**config.mk**
```make
export PLATFORM = sky130hd
export DESIGN_NAME = hbfp_top
export DESIGN_NICKNAME = d
export VERILOG_FILES = /design/src/rtl/hbfp_pkg.sv /design/src/rtl/hbfp_top.sv /design/src/rtl/hbfp_filter.sv
export SDC_FILE = /design/constraint.sdc
export NUM_CORES = 1
export LEC_CHECK = 0
export BUFFER_PORTS_ARGS = -buffer_cell sky130_fd_sc_hd__clkbuf_2
export CAP_MARGIN = 20
export CORE_ASPECT_RATIO = 1.75
export CORE_MARGIN = 3
export CORE_UTILIZATION = 50
export CTS_CLUSTER_DIAMETER = 200
export DETAILED_ROUTE_END_ITERATION = 6
export GPL_TIMING_DRIVEN = 0
export PLACE_DENSITY_LB_ADDON = 0.25
export SLEW_MARGIN = 20
export SYNTH_ARGS = -nofsm -noshare
export SYNTH_HDL_FRONTEND = slang
export SYNTH_SLANG_ARGS = --single-unit
```
**constraint.sdc**
```tcl
create_clock -name CLK_IN -period 3.2 [get_ports CLK_IN]
set_input_delay 0.64 -clock CLK_IN [delete_from_list [all_inputs] [get_ports CLK_IN]]
set_output_delay 0.64 -clock CLK_IN [all_outputs]
set_load 0.02 [all_outputs]
```
**src/rtl/hbfp_pkg.sv**
```systemverilog
// Package of constants and carrier types for the half-bridge fault protection block
// How it works
// - Stopped PWM with active free-wheel: high side held low, adjacent low side on.
// - Two LED selection bits pick lower open-load threshold and shorter filter.
// - Overcurrent beyond filter time latches switch off and sets its flag.
// - Load-error flag at global status bit 6 set by any overcurrent or open-load.
// - Overcurrent switch stays off while flag set; clearing flag reactivates it.
// - Per-switch overcurrent flags and open-load flags kept in latched registers.
// - Open load sets its latched flag and the load-error flag only; outputs unchanged until controller clears.
// - Temperature warning sets latched pre-warning at bit 1, outputs unchanged.
// - Temperature shutdown sets bit 2, all outputs off until flag cleared.
// - Undervoltage sets bit 5, outputs off until supply recovers, flag stays.
// - Overvoltage sets bit 4, outputs off until supply recovers, flag stays.
// - High side guarded against short to ground, low side against short to supply.
// - Pre-warning stays latched until cleared; output stages stay active meanwhile.
package hbfp_pkg;
	localparam int NUM_HB = 10;
	localparam int ADDR_W = 4;
	localparam int DATA_W = 16;
	// Register map
	localparam logic [3:0] A_GLOBAL   = 4'h0;
	localparam logic [3:0] A_HS_OC    = 4'h1;
	localparam logic [3:0] A_LS_OC    = 4'h2;
	localparam logic [3:0] A_HS_OL    = 4'h3;
	localparam logic [3:0] A_LS_OL    = 4'h4;
	localparam logic [3:0] A_HS_ACT   = 4'h5;
	localparam logic [3:0] A_LS_ACT   = 4'h6;
	localparam logic [3:0] A_FW       = 4'h7;
	localparam logic [3:0] A_PWM_STOP = 4'h8;
	localparam logic [3:0] A_OL_SEL   = 4'h9;
	localparam logic [3:0] A_IRQ_MASK = 4'hA;
	localparam logic [3:0] A_OUT_STAT = 4'hB;
	// Global status bits
	localparam int B_TPW = 1;
	localparam int B_TSD = 2;
	localparam int B_OV  = 4;
	localparam int B_UV  = 5;
	localparam int B_LE  = 6;
	// Overcurrent filter time and open-load filter times, ns
	localparam int CLK_NS       = 8;
	localparam int OC_FILT_NS   = 64;
	localparam int OL_FILT_NS   = 400;
	localparam int OL_LED_NS    = 96;
	localparam int OC_FILT_CYC  = (OC_FILT_NS + CLK_NS - 1) / CLK_NS;
	localparam int OL_FILT_CYC  = (OL_FILT_NS + CLK_NS - 1) / CLK_NS;
	localparam int OL_LED_CYC   = (OL_LED_NS + CLK_NS - 1) / CLK_NS;
	localparam int CNT_W        = 8;

	typedef struct packed {
		logic              wr;
		logic              rd;
		logic [ADDR_W-1:0] addr;
		logic [DATA_W-1:0] wdata;
	} hbfp_bus_t;

	typedef struct packed {
		logic [NUM_HB-1:0] hs_oc;
		logic [NUM_HB-1:0] ls_oc;
		logic [NUM_HB-1:0] hs_ol;
		logic [NUM_HB-1:0] ls_ol;
	} hbfp_sense_t;
endpackage : hbfp_pkg

```
**src/rtl/hbfp_top.sv**
```systemverilog
// Fault latching, output shutdown and register port of the half-bridge driver
//
// The address map and strobed register access were chosen for this implementation.
module hbfp_top
	import hbfp_pkg::*;
(
	input  wire logic              CLK_IN,        // 125 MHz clock
	input  wire logic              RST_IN,        // Sync reset, high
	input  wire logic              WR_IN,         // Write strobe
	input  wire logic              RD_IN,         // Read strobe
	input  wire logic [ADDR_W-1:0] ADDR_IN,       // Register address
	input  wire logic [DATA_W-1:0] WDATA_IN,      // Write data
	input  wire logic [NUM_HB-1:0] HS_OC_IN,      // High-side current above threshold
	input  wire logic [NUM_HB-1:0] LS_OC_IN,      // Low-side current above threshold
	input  wire logic [NUM_HB-1:0] HS_OL_IN,      // High-side current below open-load level
	input  wire logic [NUM_HB-1:0] LS_OL_IN,      // Low-side current below open-load level
	input  wire logic              TEMP_WARN_IN,  // Temperature warning level
	input  wire logic              TEMP_SD_IN,    // Temperature shutdown level
	input  wire logic              SUPPLY_UNDERVOLT_FLAG_IN,      // Supply undervoltage
	input  wire logic              SUPPLY_OVERVOLT_FLAG_IN,      // Supply overvoltage
	output logic [DATA_W-1:0]      RDATA_OUT,     // Read data, cycle after strobe
	output logic [NUM_HB-1:0]      HS_ON_OUT,     // High-side gate drive
	output logic [NUM_HB-1:0]      LS_ON_OUT,     // Low-side gate drive
	output logic [1:0]             LED_SEL_OUT,   // Low-current open-load select
	output logic                   IRQ_OUT        // Level interrupt
);
	typedef struct packed {
		logic [DATA_W-1:0] rdata;
		logic [7:0]        glob;
		logic [NUM_HB-1:0] hs_oc;
		logic [NUM_HB-1:0] ls_oc;
		logic [NUM_HB-1:0] hs_ol;
		logic [NUM_HB-1:0] ls_ol;
		logic [NUM_HB-1:0] hs_act;
		logic [NUM_HB-1:0] ls_act;
		logic [NUM_HB-1:0] fw;
		logic [NUM_HB-1:0] stop;
		logic [1:0]        led_sel;
		logic [7:0]        mask;
		logic              tsd_lock;
		logic [NUM_HB-1:0] hs_on;
		logic [NUM_HB-1:0] ls_on;
		logic              irq;
	} hbfp_st_t;

	hbfp_st_t    st_r;
	hbfp_st_t    st_nxt;
	hbfp_bus_t   bus;
	// A net, so each filter instance can drive its own bit of the carrier
	wire hbfp_sense_t conf;

	assign bus = '{wr: WR_IN, rd: RD_IN, addr: ADDR_IN, wdata: WDATA_IN};

	function automatic logic [NUM_HB-1:0] w1c(input logic [NUM_HB-1:0] cur, input logic [NUM_HB-1:0] set,
	                                          input logic hit, input logic [DATA_W-1:0] d);
		// Set beats clear so a fault in the clear cycle is not lost
		w1c = (cur & ~(hit ? d[NUM_HB-1:0] : '0)) | set;
	endfunction : w1c

	// Overcurrent filters on every switch; both sides guarded
	genvar g;
	for (g = 0; g < NUM_HB; g++) begin : g_flt
		hbfp_filter u_hs_oc (.clk_in(CLK_IN), .rst_in(RST_IN), .raw_in(HS_OC_IN[g] & st_r.hs_on[g]),
			.limit_in(CNT_W'(OC_FILT_CYC)), .hit_out(conf.hs_oc[g]));
		hbfp_filter u_ls_oc (.clk_in(CLK_IN), .rst_in(RST_IN), .raw_in(LS_OC_IN[g] & st_r.ls_on[g]),
			.limit_in(CNT_W'(OC_FILT_CYC)), .hit_out(conf.ls_oc[g]));
		// First two high sides use the shorter filter when LED mode is chosen
		hbfp_filter u_hs_ol (.clk_in(CLK_IN), .rst_in(RST_IN), .raw_in(HS_OL_IN[g] & st_r.hs_on[g]),
			.limit_in(((g < 2) && st_r.led_sel[g % 2]) ? CNT_W'(OL_LED_CYC) : CNT_W'(OL_FILT_CYC)),
			.hit_out(conf.hs_ol[g]));
		hbfp_filter u_ls_ol (.clk_in(CLK_IN), .rst_in(RST_IN), .raw_in(LS_OL_IN[g] & st_r.ls_on[g]),
			.limit_in(CNT_W'(OL_FILT_CYC)), .hit_out(conf.ls_ol[g]));
	end

	logic hit_glob;
	logic all_off;
	logic [NUM_HB-1:0] fw_low;

	always_comb begin
		st_nxt   = st_r;
		hit_glob = bus.wr && bus.addr == A_GLOBAL;
		// Per-switch latched flags, cleared only by a write of one
		st_nxt.hs_oc = w1c(st_r.hs_oc, conf.hs_oc, bus.wr && bus.addr == A_HS_OC, bus.wdata);
		st_nxt.ls_oc = w1c(st_r.ls_oc, conf.ls_oc, bus.wr && bus.addr == A_LS_OC, bus.wdata);
		st_nxt.hs_ol = w1c(st_r.hs_ol, conf.hs_ol, bus.wr && bus.addr == A_HS_OL, bus.wdata);
		st_nxt.ls_ol = w1c(st_r.ls_ol, conf.ls_ol, bus.wr && bus.addr == A_LS_OL, bus.wdata);
		// Global flags; hardware set wins over clear
		if (hit_glob) begin
			st_nxt.glob = st_r.glob & ~bus.wdata[7:0];
		end
		if (TEMP_WARN_IN) begin
			st_nxt.glob[B_TPW] = 1'b1;
		end
		if (TEMP_SD_IN) begin
			st_nxt.glob[B_TSD] = 1'b1;
		end
		if (SUPPLY_OVERVOLT_FLAG_IN) begin
			st_nxt.glob[B_OV] = 1'b1;
		end
		if (SUPPLY_UNDERVOLT_FLAG_IN) begin
			st_nxt.glob[B_UV] = 1'b1;
		end
		if (|{conf.hs_oc, conf.ls_oc, conf.hs_ol, conf.ls_ol}) begin
			st_nxt.glob[B_LE] = 1'b1;
		end
		st_nxt.tsd_lock = st_nxt.glob[B_TSD];
		// Control registers keep their values through every fault
		if (bus.wr) begin
			case (bus.addr)
				A_HS_ACT:   st_nxt.hs_act = bus.wdata[NUM_HB-1:0];
				A_LS_ACT:   st_nxt.ls_act = bus.wdata[NUM_HB-1:0];
				A_FW:       st_nxt.fw = bus.wdata[NUM_HB-1:0];
				A_PWM_STOP: st_nxt.stop = bus.wdata[NUM_HB-1:0];
				A_OL_SEL:   st_nxt.led_sel = bus.wdata[1:0];
				A_IRQ_MASK: st_nxt.mask = bus.wdata[7:0];
				default:    st_nxt.mask = st_r.mask;
			endcase
		end
		// Supply faults stop outputs only while present; temperature latches
		// Lock follows the flag in the same edge, so outputs never outlive a set flag
		all_off = st_nxt.tsd_lock || SUPPLY_UNDERVOLT_FLAG_IN || SUPPLY_OVERVOLT_FLAG_IN;
		// Stopped channel with active free-wheel: high side low, low side on
		fw_low = st_r.hs_act & st_r.fw & st_r.stop;
		st_nxt.hs_on = all_off ? '0 : (st_r.hs_act & ~fw_low & ~st_nxt.hs_oc);
		st_nxt.ls_on = all_off ? '0 : ((st_r.ls_act | fw_low) & ~st_nxt.ls_oc);
		st_nxt.irq = |(st_nxt.glob & st_nxt.mask);
		st_nxt.rdata = '0;
		if (bus.rd) begin
			case (bus.addr)
				A_GLOBAL:   st_nxt.rdata = DATA_W'(st_r.glob);
				A_HS_OC:    st_nxt.rdata = DATA_W'(st_r.hs_oc);
				A_LS_OC:    st_nxt.rdata = DATA_W'(st_r.ls_oc);
				A_HS_OL:    st_nxt.rdata = DATA_W'(st_r.hs_ol);
				A_LS_OL:    st_nxt.rdata = DATA_W'(st_r.ls_ol);
				A_HS_ACT:   st_nxt.rdata = DATA_W'(st_r.hs_act);
				A_LS_ACT:   st_nxt.rdata = DATA_W'(st_r.ls_act);
				A_FW:       st_nxt.rdata = DATA_W'(st_r.fw);
				A_PWM_STOP: st_nxt.rdata = DATA_W'(st_r.stop);
				A_OL_SEL:   st_nxt.rdata = DATA_W'(st_r.led_sel);
				A_IRQ_MASK: st_nxt.rdata = DATA_W'(st_r.mask);
				A_OUT_STAT: st_nxt.rdata = DATA_W'(st_r.hs_on);
				default:    st_nxt.rdata = '0;
			endcase
		end
	end

	always_ff @(posedge CLK_IN) begin
		if (RST_IN) begin
			st_r <= '0;
		end else begin
			st_r <= st_nxt;
		end
	end

	assign RDATA_OUT   = st_r.rdata;
	assign HS_ON_OUT   = st_r.hs_on;
	assign LS_ON_OUT   = st_r.ls_on;
	assign LED_SEL_OUT = st_r.led_sel;
	assign IRQ_OUT     = st_r.irq;
endmodule : hbfp_top

```
**src/rtl/hbfp_filter.sv**
```systemverilog
// Filter that asserts its output after the input has been high for a set number of cycles
module hbfp_filter
	import hbfp_pkg::*;
(
	input  wire logic             clk_in,    // Clock
	input  wire logic             rst_in,    // Sync reset
	input  wire logic             raw_in,    // Raw comparator level
	input  wire logic [CNT_W-1:0] limit_in,  // Cycles to confirm
	output logic                  hit_out    // Held while confirmed
);
	typedef struct packed {
		logic [CNT_W-1:0] cnt;
		logic             hit;
	} hbfp_flt_st_t;

	hbfp_flt_st_t st_r;
	hbfp_flt_st_t st_nxt;

	always_comb begin
		st_nxt = st_r;
		if (!raw_in) begin
			st_nxt.cnt = '0;
			st_nxt.hit = 1'b0;
		end else if (st_r.cnt + CNT_W'(1) >= limit_in) begin
			st_nxt.hit = 1'b1;
		end else begin
			st_nxt.cnt = st_r.cnt + CNT_W'(1);
		end
	end

	always_ff @(posedge clk_in) begin
		if (rst_in) begin
			st_r <= '0;
		end else begin
			st_r <= st_nxt;
		end
	end

	assign hit_out = st_r.hit;
endmodule : hbfp_filter

```
After elaboration in Yosys (flattened, before gate mapping)
Cells that the tools add are included.
Cells by class
  add/subtract/negate cells: 40
  $lt $le $gt $ge: 40
  eq/ne operators: 11
  mux-type cells: 15
  bitwise operators: 105
  reductions and logical operators: 57
Operators by type and width (number)
  $add 8x1->8 const B: 40
  $ge 8x4->1 const B: 20
  $ge 8x6->1 const B: 18
  $pmux 10 s12: 1
  $and 10x10->10: 9
  $reduce_or 2->1: 42
  $not 10->10: 7
  $or 10x10->10: 5
  $not 1->1: 41
  $and 1x1->1: 40
  $mux 10: 4
  $reduce_or 40->1: 1
  $mux 8: 3
  $and 8x8->8: 2
  $eq 4x3->1 const B: 4
  $eq 4x4->1 const B: 4
  $ge 8x6->1: 2
  $mux 6: 2
  $reduce_and 2->1: 5
  $eq 4x2->1 const B: 2
  $not 8->8: 1
  $reduce_or 8->1: 1
  $logic_and 1x1->1: 5
  $mux 1: 5
  other kinds (3): 4
Word-level totals
  register bits: 495
  input port bits: 68
  output and inout port bits: 39

Longest topological paths before layout
Gate-level depths: netlist of the first run.
  depth in word-level cells: 8
  mapped depth: 10

By module
A second synthesis of the first run with hierarchy kept.
Second synthesis, totals
  cells, all modules: 4857
  area total of the unflattened synthesis: 40242.3 um^2
By module, submodules not included
  hbfp_filter: times used 40, cells an instance 102, area each 848.3 um^2, seq. area each 180.2 um^2
  hbfp_top: times used 1, cells an instance 777, area each 6309.8 um^2, seq. area each 2582.5 um^2

Worst setup path before layout of the first run
Ideal clock, no wire load.
  path type: flip-flop to flip-flop
  start: register g_flt[0].u_hs_ol.st_r[1] (netlist name)
  end: register g_flt[0].u_hs_ol.st_r[5] (netlist name)
  setup time: 0.070 ns
  arrival: 2.254 ns
  setup slack: 0.876 ns
  cell stages (with the launch flop): 11
  buffers on the path: 1
  clock period less this slack: 2.324 ns
  cell sequence: dfxtp_1 -> ha_1 -> inv_1 -> ha_1 -> a21bo_1 -> a21o_1 -> a211oi_1 -> o22ai_1 -> buf_2 -> or4_1 -> a21oi_1
On the way
  word-level cells in the longest chain between the ends: 2
Ends and longest elaborated chain
  start: declaration: RTL line hbfp_filter.sv:16  | hbfp_flt_st_t st_r;
  start signal: assignment: RTL line hbfp_filter.sv:35  | st_r <= st_nxt;
  $add 8x1->8 (*): RTL line hbfp_filter.sv:24, hbfp_filter.sv:27
  $ge 8x6->1: RTL line hbfp_filter.sv:24  | end else if (st_r.cnt + CNT_W'(1) >= limit_in) begin
Mark *: on every way between the ends. The rest lies on a longest branch, timed or not.
A chain may end at the register's enable or synchronous reset.

Final worst setup path of the first run
  start: input ADDR_IN[3]
  end: register st_r (netlist bit RDATA_OUT[8])
On the way
  word-level cells in the longest chain between the ends: 2
Ends and longest elaborated chain
  start: declaration: RTL line hbfp_top.sv:11  | input wire logic [ADDR_W-1:0] ADDR_IN,
  $eq 4x4->1 (tied with other cells): RTL line hbfp_top.sv:129  | case (bus.addr)
  $pmux 10 s12 (*): RTL line hbfp_top.sv:129
  end signal: assignment: RTL line hbfp_top.sv:151  | st_r <= st_nxt;
  end: declaration: RTL line hbfp_top.sv:46  | hbfp_st_t st_r;
Marks and branches as above.

==> impl_metrics.json, run 1 <==
{
  "final_common_cell": "dfxtp_1",
  "num-fill-cells": 4097,
  "max_stage_delay_ns": 0.57,
  "routed_wirelength_microns": 63510,
  "dr.pass1.iters": 5,
  "clockBufferDepth": 3,
  "timing.final.crit_share_pct": 88.16,
  "via_per_inst": 5.994,
  "rrSetupSlack_ns": 0.55,
  "synth_top_cell_by_area": "dfxtp_1",
  "ys_async_sr_fraction_pct": 0,
  "grt_pass1_vias": 20030,
  "layout.nets": 2971,
  "remaining_drc_errors": 0,
  "ys_warn_count": 0,
  "rsz0062_at_grt": "no",
  "die-area_sq_um": 48530,
  "clockPowerShare_pct": 46.7,
  "setup_ws_ns": 0.3789,
  "synth_edf_count": 0,
  "via_count": 20620,
  "worstMarginPinSlew_ns": 1.107,
  "startpoint_type": "primary input",
  "slew_headroom_pct": 25.95,
  "h-tree-depth": 2,
  "drive_gt1_share_pct": 8.077,
  "antenna_found_initial": 5,
  "powerDensity_nw_per_um2": 469.9,
  "crit_path_frequent_cell": "buf_1",
  "grt_pass1_wl_microns": 101200,
  "fmax_mhz": 354.5,
  "multi_input_area_sq_um": 12330,
  "grt_util_all_layers_pct": 25.20,
  "clock_sinks": 489,
  "p_seq_share_pct": 50.7,
  "criticalPathCategory": "primary input to flop",
  "fin_cells": 3440,
  "cts_root_buffer": "clkbuf_16",
  "cts_setup_buffers": 0,
  "port_buffers": 85,
  "pre_cts_ws_ns": -0.1068,
  "cts_tree": "built",
  "core_area_sq_um": 45230,
  "hold_buffers": 0,
  "syn_to_final_growth_pct": 11.96,
  "std_cell_rows": 103,
  "cpMaxStageDelayCell": "buf_1",
  "final_max_slew_viol_count": 0,
  "finalPower_mw": 12.05,
  "critPathTopFamily": "buffers and inverters",
  "first_iter_violations": 1387,
  "layout_common_cells": "dfxtp_1 (489), nor2_1 (266), nand2_1 (239), a21oi_1 (188), and2_1 (143)",
  "netlist_instances": 2686,
  "grt_max_degree": 16,
  "swShare_pct": 21.74,
  "skew_ns": 0.01532,
  "setup-tns-final_ns": 0,
  "yosys.area.top_type_share_pct": 42.72,
  "setup_viol": 0,
  "min_period_ns": 2.821,
  "p_int_mw": 9.433,
  "cp_data_arrival_time_ns": 3.23,
  "worstSkewPairLatency_ns": 0.57,
  "crit_required_ns": 3.60,
  "netlist_top_cells_area": "dfxtp_1 (43%), nor2_1 (4.4%), ha_1 (4.3%)",
  "ys.flop_type": "dfxtp_1",
  "crit_path_cell_trace": "clkbuf_2, buf_1, clkbuf_1, buf_1, nand2_1, nand3b_1, nor2_1",
  "ys_ff_latch": 489,
  "end_kind": "flop",
  "syn_area_sq_um": 22910,
  "p_sw_mw": 2.620,
  "status": "finished clean",
  "initial_core_util_pct": 50.65,
  "irDropWorstVdd_v": 0.0004429,
  "dieHeight_microns": 289.2,
  "detail_route.wl_per_cell_microns": 18.46,
  "gp_congestion": 1.037,
  "hpwlAfterDp_microns": 46190,
  "synth.avg_cell_area_sq_um": 8.531,
  "cts_resized": 0,
  "ys_seq_area_share_pct": 42.72,
  "maxCapViolCount": 0,
  "path_buf_inv": 4,
  "p_leak_nw": 9.735,
  "numCtsBuffers": 46,
  "clk_pin_slew_ns": 0.06,
  "hold_violations": 0,
  "dieWidth_microns": 167.8,
  "ant_nets": 0,
  "grt-ovfl-total": 0,
  "dp_cells": 3354,
  "seq_area_sq_um": 9789,
  "crit_fanout": 10,
  "combPwrFrac_pct": 2.6,
  "ys_types": 72,
  "ios": 107,
  "hold_class": "primary input to flop"
}
[cell usage after synthesis, types with 22 or more instances]
| master | number |
|---|---|
| dfxtp_1 | 489 |
| nor2_1 | 269 |
| nand2_1 | 239 |
| a21oi_1 | 188 |
| and2_1 | 143 |
| and3_1 | 107 |
| o21ai_0 | 105 |
| nand3_1 | 93 |
| inv_1 | 84 |
| ha_1 | 78 |
| nor2b_1 | 62 |
| xnor2_1 | 62 |
| a31oi_1 | 54 |
| or3_1 | 53 |
| mux2i_1 | 49 |
| nor3_1 | 41 |
| clkbuf_1 | 39 |
| buf_4 | 38 |
| o211ai_1 | 37 |
| nand4_1 | 28 |
| nor3b_1 | 28 |
| nor4_1 | 28 |
| o22ai_1 | 28 |
| o21ai_1 | 24 |
| a211oi_1 | 23 |
| xor2_1 | 23 |
| o31ai_1 | 22 |
[per-layer routing]
layer	vias to the layer above	GRT usage, %	wire length, microns
met5	-	0	20
met4	4	15.80	4266
met3	239	4.027	3725
met2	687	45.31	31560
met1	9801	27.51	23930
li1	9889	-	-
[logic make-up (layout without fill, tap and decap cells)]
logic type | Yosys count | after routing | share of synthesized area [%]
fa+ha+maj | 78 | 78 | 4.259
simple gates | 1177 | 1177 | 26.51
flops | 489 | 489 | 42.72
xor+xnor | 85 | 85 | 3.249
other cells | 1 | 9 | 0.01637
compound gates | 621 | 621 | 17.01
buf+inv | 178 | 347 | 3.604
mux | 57 | 57 | 2.632
[metrics by stage]
stage	hold WS (ns)	cell area, sq um	util, %
finish	0.3310	25650	56.71
global route	0.3340	25650	56.71
CTS	0.3094	25640	56.69
detailed placement	0.4550	24100	53.28
global placement	0.4558	24080	53.23
floorplan	0.4327	22930	-
[state kept, by name, indices dropped and copies added, names as in the netlist]
| register | cells |
|---|---|
| HS_ON_OUT | 10 |
| IRQ_OUT | 1 |
| LED_SEL_OUT | 2 |
| LS_ON_OUT | 10 |
| RDATA_OUT | 10 |
| g_flt.u_hs_oc.hit_out | 10 |
| g_flt.u_hs_oc.st_r | 80 |
| g_flt.u_hs_ol.hit_out | 10 |
| g_flt.u_hs_ol.st_r | 80 |
| g_flt.u_ls_oc.hit_out | 10 |
| g_flt.u_ls_oc.st_r | 80 |
| g_flt.u_ls_ol.hit_out | 10 |
| g_flt.u_ls_ol.st_r | 80 |
| st_r | 96 |
[tightest hold or removal path, delay by kind of cell]
| kind | cells | cell delay (ns) |
|---|---|---|
| AND/OR/NAND/NOR | 1 | 0.07 |
| buffers and inverters | 1 | 0.09 |
| AO/OA/AOI/OAI | 1 | 0.05 |
[power by group through the flow]
stage / Sequential, mW / Clock, mW / Combinational, mW
6_report: 6.11 / 5.63 / 0.319
5_1_grt: 6.11 / 5.97 / 0.326
4_1_cts: 6.11 / 5.72 / 0.304
3_5_place_dp: 6.25 / 0 / 0.303
3_3_place_gp: 6.25 / 0 / 0.301
2_1_floorplan: 6.24 / 0 / 0.154
[area by class of cell]
cell class | instances | area share, %
tap | 577 | 2.814
multi-input combinational | 2024 | 48.06
antenna | 3 | 0.02926
inverter | 84 | 1.229
sequential | 489 | 38.16
clock buffer | 64 | 5.233
clock inverter | 19 | 0.7706
timing repair buffer | 86 | 1.702
buffer | 94 | 2.000
[worst paths after layout]
path                                          startpoint                        to  cells past startpoint
worst max register to register  g_flt[0].u_hs_ol.st_r[1]  g_flt[0].u_hs_ol.st_r[5]                     10
worst min register to register                 st_r[115]                 st_r[115]                      2
worst max-delay path                          ADDR_IN[3]              RDATA_OUT[8]                      7
worst min-delay path                          TEMP_SD_IN                 st_r[114]                      3
(Power assumes the default switching activity.)
==> run 2, diff against run 1 <==
Settings changed: MAX_ROUTING_LAYER from default to met4.
==> run 2 against run 1 <==
  * The flow now finishes with violations (DRC)
  * Setup slack lost 0.20 ns
  * Via count shrank 0.53%
  * Sequential share of layout area is 0.073 points higher
  * Critical path depth is 1 higher
  * Combinational power hardly changed
  * Clock skew decreased by 0.0027 ns
  * Utilization fell by 0.11 points
  * Total power is 1.1% lower
  * Non-clock buffer count unchanged
  * Largest cell class unchanged
  * Sequential cell count did not move
  * Clock power fell by 2%
  * Final area down 0.19%
==> impl_metrics.json, run 2 (synthesized netlist as in run 1, its figures left out) <==
{
  "clk_pin_slew_ns": 0.06,
  "initial_core_util_pct": 50.65,
  "r2r-end": "IRQ_OUT",
  "std_cell_rows": 103,
  "final_max_slew_viol_count": 0,
  "crit_required_ns": 3.59,
  "startpoint_type": "primary input",
  "worstMarginPinSlew_ns": 1.118,
  "timing.final.crit_share_pct": 94.30,
  "ant_nets": 0,
  "final_common_cell": "dfxtp_1",
  "die-area_sq_um": 48530,
  "p_seq_share_pct": 51.3,
  "setup_viol": 0,
  "layout.nets": 2970,
  "regMostFlops": "st_r",
  "min_period_ns": 3.018,
  "via_per_inst": 5.967,
  "ios": 107,
  "dr.pass1.iters": 7,
  "remaining_drc_errors": 10,
  "first_iter_violations": 1645,
  "irDropWorstVdd_v": 0.0004068,
  "numCtsBuffers": 45,
  "finalPower_mw": 11.92,
  "critPathTopFamily": "simple AND/OR/NAND/NOR gates",
  "routed_wirelength_microns": 63400,
  "hold_buffers": 0,
  "maxCapViolCount": 0,
  "grt_pass1_wl_microns": 101300,
  "worstSkewPairLatency_ns": 0.56,
  "grt_util_all_layers_pct": 26.16,
  "cts_resized": 0,
  "whs_endpoint": "st_r[114]",
  "rrSetupSlack_ns": 0.44,
  "syn_to_final_growth_pct": 11.75,
  "whs_path_depth": 3,
  "fin_cells": 3437,
  "grt-ovfl-total": 0,
  "core_area_sq_um": 45230,
  "cp.depth": 8,
  "layout_common_cells": "dfxtp_1 (489), nor2_1 (266), nand2_1 (239), a21oi_1 (188), and2_1 (143)",
  "grt_max_degree": 17,
  "fin_util_pct": 56.60,
  "detail_route.wl_per_cell_microns": 18.45,
  "port_buffers": 85,
  "gp_congestion": 1.054,
  "cts_root_buffer": "clkbuf_16",
  "hold_class": "primary input to flop",
  "p_int_mw": 9.325,
  "cp_data_arrival_time_ns": 3.41,
  "fmax_mhz": 331.4,
  "crit_path_cell_trace": "clkbuf_2, buf_1, nand3b_1, nor2_2, mux2i_1, o22ai_1, nor3_1, a31oi_1",
  "grt_pass1_vias": 20074,
  "cpMaxStageDelayCell": "nor2_2",
  "slew_headroom_pct": 24.77,
  "via_count": 20510,
  "reg2regPathDepth": 6,
  "dieWidth_microns": 167.8,
  "setup_ws_ns": 0.1823,
  "hpwlAfterDp_microns": 46260,
  "clock_sinks": 489,
  "largest_reg_flops": 96,
  "failed_checks": "DRC",
  "path_buf_inv": 2,
  "crit-reg2reg-launch": "g_flt[7].u_hs_ol.hit_out",
  "cts_setup_buffers": 0,
  "dieHeight_microns": 289.2,
  "clockPowerShare_pct": 46.0,
  "skew_ns": 0.01264,
  "min_from": "TEMP_SD_IN",
  "h-tree-depth": 2,
  "rsz0062_at_grt": "no",
  "powerDensity_nw_per_um2": 465.4,
  "pre_cts_ws_ns": -0.2107,
  "criticalPathCategory": "primary input to flop",
  "antenna_found_initial": 6,
  "max_stage_delay_ns": 0.64,
  "p_sw_mw": 2.592,
  "swShare_pct": 21.75,
  "drive_gt1_share_pct": 8.024,
  "cts_tree": "built",
  "p_leak_nw": 9.691,
  "hold_violations": 0,
  "end_kind": "flop",
  "combPwrFrac_pct": 2.7,
  "crit_fanout": 10,
  "status": "finished with violations",
  "dp_cells": 3354,
  "clockBufferDepth": 3
}
==> run 2: cell type report <==
| class | count | area (sq um) |
|---|---|---|
| clock buffer | 56 | 1237 |
| multi-input combinational | 2024 | 12330 |
| clock inverter | 21 | 247.7 |
| fill | 4094 | 19630 |
| sequential | 489 | 9789 |
| timing repair buffer | 86 | 436.7 |
| tap | 577 | 721.9 |
| antenna | 6 | 15.01 |
| inverter | 84 | 315.3 |
| buffer | 94 | 511.7 |
==> run 2: metrics by stage <==
step	cell area, sq um	hold slack, ns	TNS [ns]
final	25600	0.3279	0
after global routing	25600	0.3068	0
after CTS	25590	0.3038	0
after detailed placement	24100	0.4521	-1.175
after global placement	24080	0.4434	-10.71
after floorplan	22930	0.4327	0
==> run 2: how the worst max path moves through the flow <==
stage,from,endpoint,slack [ns]
global placement,ADDR_IN[0],st_r[77],-0.70
detailed placement,ADDR_IN[2],LS_ON_OUT[8],-0.21
floorplan,g_flt[0].u_hs_ol.st_r[1],g_flt[0].u_hs_ol.st_r[5],0.88
CTS,ADDR_IN[2],LS_ON_OUT[8],0.35
global route,ADDR_IN[3],IRQ_OUT,0.17
finish,ADDR_IN[3],IRQ_OUT,0.18
==> run 2: power by group through the flow <==
stage                     clock, mW  combinational (mW)  sequential (mW)
after global placement            0               0.304             6.25
after global routing           5.84               0.329             6.11
final                          5.49               0.322             6.11
after CTS                      5.62               0.307             6.11
after detailed placement          0               0.306             6.25
after floorplan                   0               0.154             6.24
==> run 2: metal layers <==
metal  global-route usage [%]  wire [microns]  vias to the layer above
met5                        -               0                        -
met4                    16.34            4507                        0
met3                    4.096            4224                      267
met2                    45.64           31390                      735
met1                    27.59           23280                     9616
li1                         -               -                     9892
==> run 2: worst min-delay path, stage by stage <==
cell	delay (ns)
clkbuf_2	0.09
a21oi_2	0.05
nor2_1	0.07
==> run 3, diff against run 2 <==
Settings changed: PLACE_DENSITY from default to 0.7, PLACE_DENSITY_LB_ADDON 0.25 to default.
==> run 3 against run 2 <==
  * Final area increased by 0.58%
  * Critical path type unchanged
  * The flow now finishes without violations
  * Largest power group unchanged
  * Clock power up 8.7%
  * Register-to-register slack better by 0.04 ns
==> impl_metrics.json, run 3 (synthesized netlist as in run 1, its figures left out) <==
{
  "status": "finished clean",
  "min_period_ns": 2.984,
  "timing.final.crit_share_pct": 93.26,
  "slew_headroom_pct": 25.44,
  "setup-tns-final_ns": 0,
  "layout.nets": 2973,
  "fin_cells": 3440,
  "initial_core_util_pct": 50.65,
  "first_iter_violations": 1555,
  "via_per_inst": 5.950,
  "cts_root_buffer": "clkbuf_16",
  "hold_class": "primary input to flop",
  "port_buffers": 85,
  "cts_resized": 0,
  "grt_max_degree": 16,
  "die-area_sq_um": 48530,
  "detail_route.wl_per_cell_microns": 18.74,
  "max_stage_delay_ns": 0.64,
  "postPlaceCellArea_sq_um": 24110,
  "crit_path_cell_trace": "clkbuf_2, buf_1, clkbuf_1, buf_1, nand2_1, nand3b_1, nor2_1",
  "worstSkewPairLatency_ns": 0.57,
  "skew_ns": 0.02068,
  "crit_required_ns": 3.60,
  "clock_sinks": 489,
  "fin_area_sq_um": 25750,
  "rsz0062_at_grt": "no",
  "final_max_slew_viol_count": 0,
  "crit_path_frequent_cell": "buf_1",
  "powerDensity_nw_per_um2": 481.6,
  "via_count": 20468,
  "setup_ws_ns": 0.2158,
  "clockBufferDepth": 3,
  "p_leak_nw": 9.753,
  "worstMarginPinSlew_ns": 1.114,
  "core_area_sq_um": 45230,
  "dieWidth_microns": 167.8,
  "criticalPathCategory": "primary input to flop",
  "std_cell_rows": 103,
  "grt_pass1_vias": 19747,
  "fin_util_pct": 56.93,
  "crit_fanout": 10,
  "numCtsBuffers": 47,
  "h-tree-depth": 2,
  "antenna_found_initial": 5,
  "pre_cts_ws_ns": -0.2380,
  "end_kind": "flop",
  "num-fill-cells": 4118,
  "clk_pin_slew_ns": 0.06,
  "cp_data_arrival_time_ns": 3.38,
  "cts_setup_buffers": 0,
  "largest_reg_flops": 96,
  "grt_util_all_layers_pct": 26.36,
  "finalPower_mw": 12.40,
  "gp_congestion": 1.014,
  "critPathTopFamily": "buffers and inverters",
  "ant_nets": 0,
  "maxCapViolCount": 0,
  "hpwlAfterDp_microns": 47290,
  "syn_to_final_growth_pct": 12.40,
  "path_buf_inv": 4,
  "grt-ovfl-total": 0,
  "cpMaxStageDelayCell": "buf_1",
  "startpoint_type": "primary input",
  "remaining_drc_errors": 0,
  "cts_tree": "built",
  "layout_common_cells": "dfxtp_1 (489), nor2_1 (266), nand2_1 (239), a21oi_1 (188), and2_1 (143)",
  "fmax_mhz": 335.1,
  "hold_violations": 0,
  "drive_gt1_share_pct": 7.978,
  "routed_wirelength_microns": 64450,
  "grt_pass1_wl_microns": 101600,
  "regMostFlops": "st_r",
  "hold_ws_ns": 0.3186,
  "dr.pass1.iters": 6,
  "dieHeight_microns": 289.2,
  "final_common_cell": "dfxtp_1",
  "dp_cells": 3355,
  "setup_viol": 0,
  "rrSetupSlack_ns": 0.48,
  "irDropWorstVdd_v": 0.0004646,
  "hold_buffers": 0,
  "ios": 107
}
[run 3: layout make-up]
cell class | instances | area [sq um] | area share [%]
multi-input cells | 2024 | 12330 | 47.87
flip-flops and latches | 489 | 9789 | 38.01
clock buffers | 61 | 1269 | 4.926
well taps | 577 | 721.9 | 2.803
plain buffers | 94 | 513.0 | 1.992
repair buffers | 87 | 444.2 | 1.725
clock inverters | 19 | 359.1 | 1.394
inverters | 84 | 315.3 | 1.224
diodes | 5 | 12.51 | 0.04858
[run 3: power by group]
part / total [mW] / switching [mW] / internal, mW
Combinational: 0.320 / 0.239 / 0.0817
Clock: 5.97 / 2.38 / 3.59
Sequential: 6.11 / 0.0124 / 6.10
Total: 12.4 / 2.63 / 9.77
[run 3: routing by layer]
layer / routed length (microns) / track usage, % / up-vias
li1: - / - / 9893
met1: 24340 / 27.80 / 9671
met2: 32420 / 46.93 / 662
met3: 3552 / 4.123 / 242
met4: 4137 / 14.64 / 0
met5: 0 / - / -
[run 3: worst register-to-register path: stages (launching register included)]
cell	delay [ns]
dfxtp_1	0.44
ha_1	0.27
inv_1	0.07
ha_1	0.23
a21bo_1	0.19
a21o_1	0.18
a211oi_1	0.27
o22ai_1	0.19
buf_2	0.21
or4_1	0.42
a21oi_1	0.19
[run 3: final timing paths]
path / depth (start not counted) / startpoint / to
setup reg to reg: 10 / g_flt[0].u_hs_ol.st_r[1] / g_flt[0].u_hs_ol.st_r[5]
setup / recovery: 7 / ADDR_IN[3] / RDATA_OUT[8]
hold / removal: 3 / TEMP_WARN_IN / st_r[113]
hold reg to reg: 1 / g_flt[1].u_ls_oc.st_r[6] / g_flt[1].u_ls_oc.st_r[6]
